$ cat src/design/nbp_consts.svh
`ifndef NBP_CONSTS_SVH
`define NBP_CONSTS_SVH
// Command codes
`define NBP_CMD_UNPROT_LO   8'h23
`define NBP_CMD_UNPROT_HI   8'h24
`define NBP_CMD_PROT_ALL    8'h2A
`define NBP_CMD_SOLID       8'h2C
`define NBP_CMD_STATUS      8'h70
`define NBP_CMD_PROT_STAT   8'h7A
// Status answers
`define NBP_STAT_REJECT     8'h60
`define NBP_UNPROT_BIT      2
`define NBP_LOCK_N_BIT      1
`define NBP_LOCK_BIT        0
// Address cycle layout, byte-wide
`define NBP_X8_C1_SHIFT     6
`define NBP_X8_C3_SHIFT     8
`define NBP_X8_C2_LSB       2
// Address cycle layout, word-wide
`define NBP_X16_C1_SHIFT    6
`define NBP_X16_C2_LSB      2
`define NBP_X16_C3_SHIFT    8
// Timing in ns, counts derived at 25 MHz
`define NBP_CLK_PERIOD_NS   40
`define NBP_T_WP_NS         12
`define NBP_T_WH_NS         10
`define NBP_T_WHR_NS        80
`define NBP_T_REA_NS        22
`define NBP_T_BUSY_MAX_NS   3000
`define NBP_T_WB_NS         100
`define NBP_CEIL(t)    (((t) + `NBP_CLK_PERIOD_NS - 1) / `NBP_CLK_PERIOD_NS)
`define NBP_CYC_MIN(t) (`NBP_CEIL(t) < 1 ? 1 : `NBP_CEIL(t))
`endif

$ cat src/design/nbp_pkg.sv
package nbp_pkg;
  // Host operations accepted at the user port
  typedef enum logic [2:0] {
    NBP_OP_UNPROT  = 3'h0,
    NBP_OP_PROTALL = 3'h1,
    NBP_OP_SOLID   = 3'h2,
    NBP_OP_QUERY   = 3'h3,
    NBP_OP_STATUS  = 3'h4
  } nbp_op_t;
  // Kind of bus cycle issued by the cycle engine
  typedef enum logic [1:0] {
    NBP_CY_CMD  = 2'h0,
    NBP_CY_ADDR = 2'h1,
    NBP_CY_READ = 2'h2
  } nbp_cy_t;
endpackage

$ cat src/design/nbp_cycle.sv
`timescale 1ns/100ps
`include "nbp_consts.svh"
// One bus cycle: command or address write, or data read, on the flash pins
module nbp_cycle (
  // Clock and reset
  input  wire logic           clk,
  input  wire logic           rst_n,
  // Request
  input  wire logic           start,
  input  wire nbp_pkg::nbp_cy_t kind,
  input  wire logic [15:0]    wdata,
  output logic                done,
  output logic [15:0]         rdata,
  // Pin drive
  output logic                cle,
  output logic                ale,
  output logic                we_n,
  output logic                re_n,
  output logic [15:0]         io_o,
  output logic                io_oe,
  // Synchronised data in
  input  wire logic [15:0]    io_sync
);
  import nbp_pkg::*;
  localparam int WP_C = `NBP_CYC_MIN(`NBP_T_WP_NS);
  localparam int WH_C = `NBP_CYC_MIN(`NBP_T_WH_NS);
  // Read strobe held long enough for access time plus the three-stage sync
  localparam int RD_C = `NBP_CYC_MIN(`NBP_T_REA_NS) + 3;
  localparam int PRE_C = `NBP_CYC_MIN(`NBP_T_WHR_NS);
  typedef enum logic [1:0] {
    NBP_C_IDLE = 2'b00,
    NBP_C_STRB = 2'b01,
    NBP_C_HOLD = 2'b10,
    NBP_C_PRE  = 2'b11
  } nbp_cst_t;
  nbp_cst_t    st_q;
  logic [3:0]  cnt_q;
  nbp_cy_t     kind_q;
  wire         cnt_zero = (cnt_q == 4'h0);
  wire         is_read  = (kind_q == NBP_CY_READ);
  // Sequencer: write-to-read gap, strobe low, then recovery high time
  always_ff @(posedge clk) begin
    if (!rst_n) begin
      st_q <= NBP_C_IDLE;
      cnt_q <= 4'h0;
      kind_q <= NBP_CY_CMD;
      done <= 1'b0;
      rdata <= 16'h0000;
      cle <= 1'b0;
      ale <= 1'b0;
      we_n <= 1'b1;
      re_n <= 1'b1;
      io_o <= 16'h0000;
      io_oe <= 1'b0;
    end else begin
      done <= 1'b0;
      if (cnt_q != 4'h0) cnt_q <= cnt_q - 4'h1;
      unique case (st_q)
        NBP_C_IDLE: if (start) begin
          kind_q <= kind;
          cle <= (kind == NBP_CY_CMD);
          ale <= (kind == NBP_CY_ADDR);
          io_o <= wdata;
          io_oe <= (kind != NBP_CY_READ);
          st_q <= (kind == NBP_CY_READ) ? NBP_C_PRE : NBP_C_STRB;
          cnt_q <= (kind == NBP_CY_READ) ? 4'(PRE_C) : 4'h0;
        end
        NBP_C_PRE: if (cnt_zero) begin
          st_q <= NBP_C_STRB;
        end
        NBP_C_STRB: begin
          if (cnt_q == 4'h0 && we_n && re_n) begin
            we_n <= is_read;
            re_n <= !is_read;
            cnt_q <= 4'(is_read ? RD_C : WP_C);
          end else if (cnt_zero) begin
            if (is_read) rdata <= io_sync;
            we_n <= 1'b1;
            re_n <= 1'b1;
            cnt_q <= 4'(WH_C);
            st_q <= NBP_C_HOLD;
          end
        end
        NBP_C_HOLD: if (cnt_zero) begin
          cle <= 1'b0;
          ale <= 1'b0;
          io_oe <= 1'b0;
          done <= 1'b1;
          st_q <= NBP_C_IDLE;
        end
      endcase
    end
  end
endmodule

$ cat src/design/nbp_host.sv
`timescale 1ns/100ps
`include "nbp_consts.svh"
module nbp_host #(
  parameter int BLK_W = 12
) (
  // Clock and reset
  input  wire logic             MCLK,
  input  wire logic             RST_N,
  // User orders
  input  wire logic             REQ,
  input  wire nbp_pkg::nbp_op_t OP,
  input  wire logic             WIDE,
  input  wire logic [BLK_W-1:0] BLK_LO,
  input  wire logic [BLK_W-1:0] BLK_HI,
  input  wire logic             INVERT,
  output logic                  BUSY,
  output logic                  DONE,
  output logic [7:0]            RESULT,
  output logic                  BLOCK_UNPROTECTED,
  output logic                  SOLID_LOCK,
  output logic                  SOLID_LOCK_N,
  output logic                  REJECTED,
  output logic                  RB_TIMEOUT,
  // Flash pins
  output logic                  CE_N,
  output logic                  CLE,
  output logic                  ALE,
  output logic                  WE_N,
  output logic                  RE_N,
  output logic                  WP_N,
  output logic [15:0]           IO_O,
  output logic                  IO_OE,
  input  wire logic [15:0]      IO_I,
  input  wire logic             RB_N
);
  import nbp_pkg::*;
  localparam int BUSY_C = `NBP_CYC_MIN(`NBP_T_BUSY_MAX_NS);
  localparam int WB_C   = `NBP_CYC_MIN(`NBP_T_WB_NS);
  typedef enum logic [3:0] {
    NBP_IDLE = 4'h0,
    NBP_CMD1 = 4'h1,
    NBP_ADR  = 4'h2,
    NBP_CMD2 = 4'h3,
    NBP_ADR2 = 4'h4,
    NBP_RD   = 4'h5,
    NBP_WAIT = 4'h6,
    NBP_FIN  = 4'h7
  } nbp_st_t;
  nbp_st_t     st_q;
  nbp_op_t     op_q;
  logic [1:0]  acyc_q;
  logic [7:0]  tmr_q;
  logic        wide_q, inv_q, cy_start_q;
  logic [BLK_W-1:0] lo_q, hi_q;
  nbp_cy_t     cy_kind_q;
  logic [15:0] cy_wdata_q;
  logic        cy_done;
  logic [15:0] cy_rdata;
  logic [15:0] io_s1_q, io_s2_q, io_s3_q;
  logic        rb_s1_q, rb_s2_q, rb_s3_q, rb_q;
  // Pin inputs: three stages, a ready change counts when stages two and three agree
  always_ff @(posedge MCLK) begin
    io_s1_q <= IO_I;
    io_s2_q <= io_s1_q;
    io_s3_q <= io_s2_q;
    rb_s1_q <= RB_N;
    rb_s2_q <= rb_s1_q;
    rb_s3_q <= rb_s2_q;
  end
  always_ff @(posedge MCLK) begin
    if (!RST_N) rb_q <= 1'b1;
    else if (rb_s2_q == rb_s3_q) rb_q <= rb_s3_q;
  end
  // Upper phase starts while 24h is on the bus: its first byte is built then
  wire             upper = (st_q == NBP_CMD2) || (st_q == NBP_ADR2);
  wire [BLK_W-1:0] blk = upper ? hi_q : lo_q;
  // Invert only on the upper command; low on the lower one
  wire             inv_bit = upper && inv_q;
  wire [31:0] blk32 = 32'(blk);
  // Byte-wide: A19/A18 are block bits 1:0, A27..A20 bits 9:2, A29/A28 11:10
  wire [7:0] x8_c1 = {blk32[1:0], 5'h00, inv_bit};
  wire [7:0] x8_c2 = blk32[9:2];
  wire [7:0] x8_c3 = {6'h00, blk32[11:10]};
  // Word-wide: same block bits in the same address positions as byte-wide, upper byte low
  wire [7:0] x16_c1 = {blk32[1:0], 5'h00, inv_bit};
  wire [7:0] x16_c2 = blk32[9:2];
  wire [7:0] x16_c3 = {6'h00, blk32[11:10]};
  wire [7:0] acyc_byte = (acyc_q == 2'h0) ? (wide_q ? x16_c1 : x8_c1) :
                         (acyc_q == 2'h1) ? (wide_q ? x16_c2 : x8_c2) :
                                            (wide_q ? x16_c3 : x8_c3);
  // Command code of the first phase, decoded as the order is taken
  wire [7:0] cmd1 = (OP == NBP_OP_UNPROT)  ? `NBP_CMD_UNPROT_LO :
                    (OP == NBP_OP_PROTALL) ? `NBP_CMD_PROT_ALL :
                    (OP == NBP_OP_SOLID)   ? `NBP_CMD_SOLID :
                    (OP == NBP_OP_QUERY)   ? `NBP_CMD_PROT_STAT :
                                             `NBP_CMD_STATUS;
  wire has_addr = (op_q == NBP_OP_UNPROT) || (op_q == NBP_OP_QUERY);
  wire has_read = (op_q == NBP_OP_QUERY) || (op_q == NBP_OP_STATUS);
  // Upper byte held zero on every command write
  wire [15:0] cmd1_w = {8'h00, cmd1};
  wire [15:0] cmd2_w = {8'h00, `NBP_CMD_UNPROT_HI};
  wire [15:0] adr_w  = {8'h00, acyc_byte};
  wire last_adr = (acyc_q == 2'h2);
  // Protection status decode of the answer byte
  wire r_unp    = cy_rdata[`NBP_UNPROT_BIT];
  wire r_lock   = cy_rdata[`NBP_LOCK_BIT];
  wire r_lock_n = cy_rdata[`NBP_LOCK_N_BIT];
  // Rejected program/erase shows as 60h on a plain status read
  wire r_rej = (cy_rdata[7:0] == `NBP_STAT_REJECT);

  nbp_cycle u_cycle (
    .clk     (MCLK),
    .rst_n   (RST_N),
    .start   (cy_start_q),
    .kind    (cy_kind_q),
    .wdata   (cy_wdata_q),
    .done    (cy_done),
    .rdata   (cy_rdata),
    .cle     (CLE),
    .ale     (ALE),
    .we_n    (WE_N),
    .re_n    (RE_N),
    .io_o    (IO_O),
    .io_oe   (IO_OE),
    .io_sync (io_s3_q)
  );

  // Sequence: command, address cycles, upper command and its address cycles, then read or busy wait
  always_ff @(posedge MCLK) begin
    if (!RST_N) begin
      st_q <= NBP_IDLE;
      op_q <= NBP_OP_STATUS;
      acyc_q <= 2'h0;
      tmr_q <= 8'h00;
      wide_q <= 1'b0;
      inv_q <= 1'b0;
      lo_q <= '0;
      hi_q <= '0;
      cy_start_q <= 1'b0;
      cy_kind_q <= NBP_CY_CMD;
      cy_wdata_q <= 16'h0000;
      BUSY <= 1'b0;
      DONE <= 1'b0;
      RESULT <= 8'h00;
      BLOCK_UNPROTECTED <= 1'b0;
      SOLID_LOCK <= 1'b0;
      SOLID_LOCK_N <= 1'b1;
      REJECTED <= 1'b0;
      RB_TIMEOUT <= 1'b0;
      CE_N <= 1'b1;
      WP_N <= 1'b0;
    end else begin
      cy_start_q <= 1'b0;
      DONE <= 1'b0;
      if (tmr_q != 8'h00) tmr_q <= tmr_q - 8'h01;
      unique case (st_q)
        NBP_IDLE: if (REQ) begin
          op_q <= OP;
          wide_q <= WIDE;
          lo_q <= BLK_LO;
          hi_q <= BLK_HI;
          inv_q <= INVERT;
          // Write-protect released ahead of any protection command
          WP_N <= 1'b1;
          CE_N <= 1'b0;
          BUSY <= 1'b1;
          RB_TIMEOUT <= 1'b0;
          st_q <= NBP_CMD1;
          // Address counter left at 2 by the last order with address cycles; first byte needs 0
          acyc_q <= 2'h0;
          cy_kind_q <= NBP_CY_CMD;
          cy_start_q <= 1'b1;
          cy_wdata_q <= cmd1_w;
        end
        NBP_CMD1: if (cy_done) begin
          acyc_q <= 2'h0;
          if (has_addr) begin
            st_q <= NBP_ADR;
            cy_kind_q <= NBP_CY_ADDR;
            cy_start_q <= 1'b1;
            cy_wdata_q <= adr_w;
          end else if (has_read) begin
            st_q <= NBP_RD;
            cy_kind_q <= NBP_CY_READ;
            cy_start_q <= 1'b1;
          end else begin
            // Protect-all and solid-protect end once the device is ready
            tmr_q <= 8'(BUSY_C + WB_C);
            st_q <= NBP_WAIT;
          end
        end
        NBP_ADR, NBP_ADR2: if (cy_done) begin
          if (!last_adr) begin
            acyc_q <= acyc_q + 2'h1;
            cy_kind_q <= NBP_CY_ADDR;
            cy_start_q <= 1'b1;
            cy_wdata_q <= {8'h00, (acyc_q == 2'h0) ?
                           (wide_q ? x16_c2 : x8_c2) :
                           (wide_q ? x16_c3 : x8_c3)};
          end else if (st_q == NBP_ADR && op_q == NBP_OP_UNPROT) begin
            // Upper command follows lower without anything between
            acyc_q <= 2'h0;
            st_q <= NBP_CMD2;
            cy_kind_q <= NBP_CY_CMD;
            cy_start_q <= 1'b1;
            cy_wdata_q <= cmd2_w;
          end else if (op_q == NBP_OP_QUERY) begin
            st_q <= NBP_RD;
            cy_kind_q <= NBP_CY_READ;
            cy_start_q <= 1'b1;
          end else begin
            tmr_q <= 8'(BUSY_C + WB_C);
            st_q <= NBP_WAIT;
          end
        end
        NBP_CMD2: if (cy_done) begin
          st_q <= NBP_ADR2;
          cy_kind_q <= NBP_CY_ADDR;
          cy_start_q <= 1'b1;
          cy_wdata_q <= {8'h00, wide_q ? x16_c1 : x8_c1};
        end
        NBP_RD: if (cy_done) begin
          RESULT <= cy_rdata[7:0];
          if (op_q == NBP_OP_QUERY) begin
            BLOCK_UNPROTECTED <= r_unp;
            SOLID_LOCK <= r_lock;
            SOLID_LOCK_N <= r_lock_n;
          end else begin
            REJECTED <= r_rej;
          end
          st_q <= NBP_FIN;
        end
        NBP_WAIT: begin
          // Device busy stays under its bound; longer counts as a fault
          if (tmr_q == 8'h00) begin
            RB_TIMEOUT <= !rb_q;
            st_q <= NBP_FIN;
          end else if (rb_q && tmr_q < 8'(BUSY_C)) begin
            st_q <= NBP_FIN;
          end
        end
        NBP_FIN: begin
          CE_N <= 1'b1;
          BUSY <= 1'b0;
          DONE <= 1'b1;
          st_q <= NBP_IDLE;
        end
        default: st_q <= NBP_IDLE;
      endcase
    end
  end
endmodule

$ cat config.mk
export PLATFORM = sky130hd
export DESIGN_NAME = nbp_host
export DESIGN_NICKNAME = d
export VERILOG_FILES = /design/src/design/nbp_pkg.sv /design/src/design/nbp_cycle.sv /design/src/design/nbp_host.sv
export VERILOG_INCLUDE_DIRS = /design/src /design/src/design
export SDC_FILE = /design/constraint.sdc
export NUM_CORES = 1
export LEC_CHECK = 0
export ABC_CLOCK_PERIOD_IN_PS = 2300
export BUFFER_PORTS_ARGS = -buffer_cell sky130_fd_sc_hd__buf_2
export CAP_MARGIN = 20
export CORE_MARGIN = 1.5
export CORE_UTILIZATION = 58
export DETAILED_ROUTE_END_ITERATION = 6
export PLACE_DENSITY = 0.79
export SYNTH_ARGS = -nofsm -noshare
export SYNTH_HDL_FRONTEND = slang
export SYNTH_HIERARCHICAL = 1
export SYNTH_SLANG_ARGS = --single-unit
$ cat constraint.sdc
create_clock -name MCLK -period 2.3 [get_ports MCLK]
set_input_delay 0.23 -clock MCLK [delete_from_list [all_inputs] [get_ports MCLK]]
set_output_delay 0.23 -clock MCLK [all_outputs]
set_load 0.02 [all_outputs]
==> results of run 1 <==
## worst max-delay path, cell delays in order (launching register included)
cell and delay (ps):
dfxtp_1 430, buf_12 220, nor3b_2 490, o21ba_2 280
mux2i_1 180, o22a_1 210, a211oi_1 230
## path summary, 6_finish.rpt
kind,from,endpoint,slack (ps),cells past startpoint
setup / recovery,st_q[1],cy_wdata_q[7],170,6
hold / removal,RST_N,CE_N,30,2
setup reg to reg,st_q[1],cy_wdata_q[7],170,6
hold reg to reg,rb_s1_q,rb_s2_q,320,0
## layer usage
| layer | part of all wire | global-route usage | up-vias |
|---|---|---|---|
| met4 | 0.036 | 0.151 | 0 |
| met1 | 0.41 | 0.338 | 2480 |
| met5 | 0 | 0 | - |
| met3 | 0.053 | 0.0677 | 46 |
| met2 | 0.51 | 0.511 | 199 |
| li1 | - | - | 2602 |
## final cells by class
type,instances,area (um^2)
Multi-Input combinational cell,491,2790
Sequential cell,135,2700
Fill cell,673,2440
Timing Repair Buffer,133,911
Clock buffer,17,414
Clock inverter,15,203
Tap cell,133,166
Inverter,16,62.6
## layout by cell type (no fill, tap or decap), types with 5 or more instances in the layout
| master | n |
|---|---|
| inv_1 | 14 |
| or4_1 | 5 |
| nand2_1 | 150 |
| buf_4 | 18 |
| conb_1 | 8 |
| and3_1 | 6 |
| nor2_1 | 30 |
| clkbuf_16 | 16 |
| inv_8 | 5 |
| o21ai_0 | 21 |
| nand2b_1 | 8 |
| dfxtp_1 | 135 |
| nand3b_1 | 6 |
| ha_1 | 10 |
| nor3_1 | 9 |
| nand3_1 | 12 |
| nand4_1 | 7 |
| dlygate4sd3_1 | 37 |
| clkinv_8 | 5 |
| buf_2 | 77 |
| o21a_1 | 6 |
| mux2i_1 | 7 |
| nor2b_1 | 8 |
| a21oi_1 | 102 |
| xnor2_1 | 5 |
| a211oi_1 | 6 |
## power groups by stage
stage	Clock [mW]	Combinational, mW	Sequential (mW)
final	2.75	3.14	3.15
after detailed placement	0	3.01	3.18
after floorplan	0	2.30	3.11
after global routing	2.89	3.46	3.20
after CTS	2.78	3.09	3.14
after global placement	0	2.91	3.16
## repair_timing
| item | 4_1_cts | 5_1_grt |
|---|---|---|
| hold buffers | 37 | 0 |
| buffers inserted | 0 | 0 |
| hold endpoints to repair | 37 | 0 |
==> results.ini, run 1 <==
[run_status]
status = finished, final reports clean

[die]
rows = 36
dieArea_um2 = 10500
die_w_um = 102
io-pin-count = 87
core_area_um2 = 9680
fp.dieH_um = 102
initial_utilization = 0.591

[timing]
fin_hold_ws_ps = 26.2
drv_slew = 0
max_slew_margin = 0.507
final.period_utilization = 0.926
tns_ps = 0
period_needed_ps = 2130
hold_viol = 0
clock_skew_ps = 8.13
finalSetupViolations = 0
layout_setup_ws_ps = 171
tightest_slew_ps = 732
fmax_ghz = 0.470
rsz0062_at_grt = no

[synthesis]
synth_cells = 678
syn_area_per_cell_um2 = 8.44
synth_warnings = 6
syn-cell-area_um2 = 5720

[layout]
final_area_um2 = 7250
n_antenna_cell = 0
final_cells = 940
largestRegisters = u_cycle/io_o (16), hi_q (12), lo_q (12)
drive_gt1_frac = 0.180
fin_nets = 853
syn_to_final_growth_pct = 26.7
largest_reg_flops = 16
postLayoutCoreUtil = 0.748
top_register = u_cycle/io_o

[clock_network]
cts_max_path_buffers = 2
cts_tree = built
htreeDepth = 4
cts.sinks = 135
cts_made_buffers = 17
clkSlewWorstSetupHoldPaths_ps = 70
root_buffer = clkbuf_8
worstSkewPairLatency_ps = 530
cts_resized = 0

[global_routing]
overflow = 0
grt_antenna_before_repair = 0
grt_pass1_wl_um = 23800
grt_use_total = 0.294
grt_pass1_vias = 5110
grt_max_degree = 39

[placed_design]
numPortBuffers = 77
place.gp.congestion = 0.949
place_area_um2 = 6260
place_ws_ps = 242
hpwl_um = 9350
numPlacedInstances = 871

[run]
drv_cap = 0

[routing]
drtIter0Drc = 330
dr.pass1.iters = 6
routed_wl_um = 14700
ant_nets = 0
viasPerCell = 5.67
num_vias = 5327
drc = 0
wl_per_cell_um = 15.7

[critical_path]
crit_type = flop to flop
cp.arrival_ps = 2570
cp_max_fo = 21
endpoint_kind = flop
worstPathRequired_ps = 2740
worstSetupStartpointType = flop

[power]
swShare = 0.383
p_int_mw = 5.57
finalPower_mw = 9.03
p_switching_mw = 3.46
clockPowerShare = 0.304
p_seq_frac = 0.348
combPwrFrac = 0.347
power_density_nw_per_um2 = 1250
peakVddDrop_uv = 649
power.leakage_nw = 2.94

[worst_hold_path]
hold_path.class = input port to flop

Note: power is estimated with default switching activity, not from simulation.
==> inputs of run 2 (changes only) <==
- CORE_UTILIZATION: 58 -> 55
- CTS_CLUSTER_DIAMETER: unset -> 200
- PLACE_DENSITY: 0.79 -> 0.76
==> results.ini, run 2 (synthesis results as in run 1) <==
[clock_network]
cts.sinks = 135  ; unchanged
cts_tree = built
cts_setup_buffers = 0  ; unchanged
clkSlewWorstSetupHoldPaths_ps = 70  ; about the same
htreeDepth = 4  ; unchanged
root_buffer = clkbuf_8
worstSkewPairLatency_ps = 520  ; about the same
cts_max_path_buffers = 2  ; unchanged
cts_made_buffers = 17  ; unchanged

[layout]
fin_nets = 857  ; +0.47%
final_cells = 947  ; +0.74%
drive_gt1_frac = 0.181  ; +0.00158
final_common_cell = nand2_1
syn_to_final_growth_pct = 27.2
top_register = u_cycle/io_o
largest_reg_flops = 16  ; unchanged
mostFrequentLayoutCells = nand2_1, dfxtp_1, a21oi_1
fillCellCount = 794  ; +18%
n_antenna_cell = 0  ; unchanged
largestRegisters = u_cycle/io_o (16), hi_q (12), lo_q (12)

[global_routing]
grt_max_degree = 59  ; +51%
overflow = 0  ; unchanged
grt_pass1_vias = 5146  ; +0.70%
grt_antenna_before_repair = 0  ; unchanged
grt_pass1_wl_um = 23800  ; about the same
grt_use_total = 0.266  ; -0.0279

[power]
power_density_nw_per_um2 = 1230  ; -1.2%
peakVddDrop_uv = 644  ; -0.78%
power.leakage_nw = 2.95  ; +0.37%

[timing]
clock_skew_ps = 9.07  ; +0.938 ps
rsz0062_at_grt = no
tns_ps = 0  ; unchanged
max_slew_margin = 0.585  ; +0.0772
hold_viol = 0  ; unchanged
finalSetupViolations = 0  ; unchanged
fmax_ghz = 0.456  ; -2.8%
final.period_utilization = 0.952  ; +0.0266
period_needed_ps = 2190  ; +61.3 ps
tightest_slew_ps = 623  ; -109 ps
fin_hold_ws_ps = 329  ; +303 ps
drv_slew = 0  ; unchanged

[routing]
wl_per_cell_um = 14.8  ; -5.3%
viasPerCell = 5.56  ; -1.9%
ant_nets = 0  ; unchanged
drc = 0  ; unchanged
routed_wl_um = 14100  ; -4.6%
drtIter0Drc = 343  ; +3.9%
dr.pass1.iters = 5  ; -1
num_vias = 5267  ; -1.1%

[die]
die_w_um = 105  ; +2.6%
initial_utilization = 0.562  ; -0.0290
io-pin-count = 87  ; unchanged
fp.dieH_um = 105  ; +2.6%
dieArea_um2 = 11000  ; +5.3%
rows = 37  ; +2.8%
core_area_um2 = 10200  ; +5.2%

[critical_path]
cp_max_fo = 9  ; -57%
crit_type = flop to flop
cp.arrival_ps = 2590  ; +20 ps
worstPathRequired_ps = 2700  ; -40 ps
worstSetupStartpointType = flop
endpoint_kind = flop

[placed_design]
numPlacedInstances = 876  ; +0.57%
hpwl_um = 9350  ; about the same
place.gp.congestion = 0.893  ; -5.9%
numPortBuffers = 77  ; unchanged

[run_status]
status = finished, final reports clean

[worst_hold_path]
hold_path.class = flop to flop

[run]
drv_cap = 0  ; unchanged

==> run 2: cell type report <==
type / count / area, um^2 / area share
Sequential cell: 135 / 2700 / 0.371
Clock buffer: 17 / 414 / 0.0569
Tap cell: 136 / 170 / 0.0234
Timing Repair Buffer: 137 / 946 / 0.130
Inverter: 16 / 62.6 / 0.00860
Clock inverter: 15 / 194 / 0.0267
Multi-Input combinational cell: 491 / 2790 / 0.383
==> run 2: worst paths after layout <==
| path | startpoint | end | slack [ps] | cells past startpoint |
|---|---|---|---|---|
| max | st_q[1] | cy_wdata_q[2] | 110 | 6 |
| max reg2reg | st_q[1] | cy_wdata_q[2] | 110 | 6 |
| min | io_s2_q[3] | io_s3_q[3] | 330 | 0 |
| min reg2reg | io_s2_q[3] | io_s3_q[3] | 330 | 0 |
==> run 2: stage by stage <==
stage               utilization  instance area [um^2]  worst slack (ps)  power (mW)
floorplan                     -                  5750               489        5.40
global placement          0.616                  6280               261        6.11
detailed placement        0.616                  6280               212        6.22
CTS                       0.714                  7280               175        8.97
global route              0.714                  7280              30.4        9.53
finish                    0.714                  7280               109        8.97
==> run 2: metal layers <==
metal,vias to the layer above,wire length [um],part of all wire,GRT usage
li1,2601,-,-,-
met1,2497,6060,0.43,0.324
met2,140,7080,0.50,0.465
met3,29,571,0.041,0.0424
met4,0,345,0.025,0.112
met5,-,0,0,0
==> run 2: power breakdown <==
group,switching (mW),internal (mW)
sequential,0.381,2.75
clock,1.23,1.43
combinational,1.86,1.30
total,3.48,5.49
==> run 2: critical path: stages, from the launching register on <==
cell	delay [ps]
dfxtp_1	560
buf_4	210
nand2b_1	90
a21o_1	220
a222oi_1	390
o221ai_1	240
o311a_1	350
==> run 2: timing repair <==
item,in CTS,in global routing
hold buffers,39,0
gates resized for setup,0,0
endpoints found under the hold margin,39,0
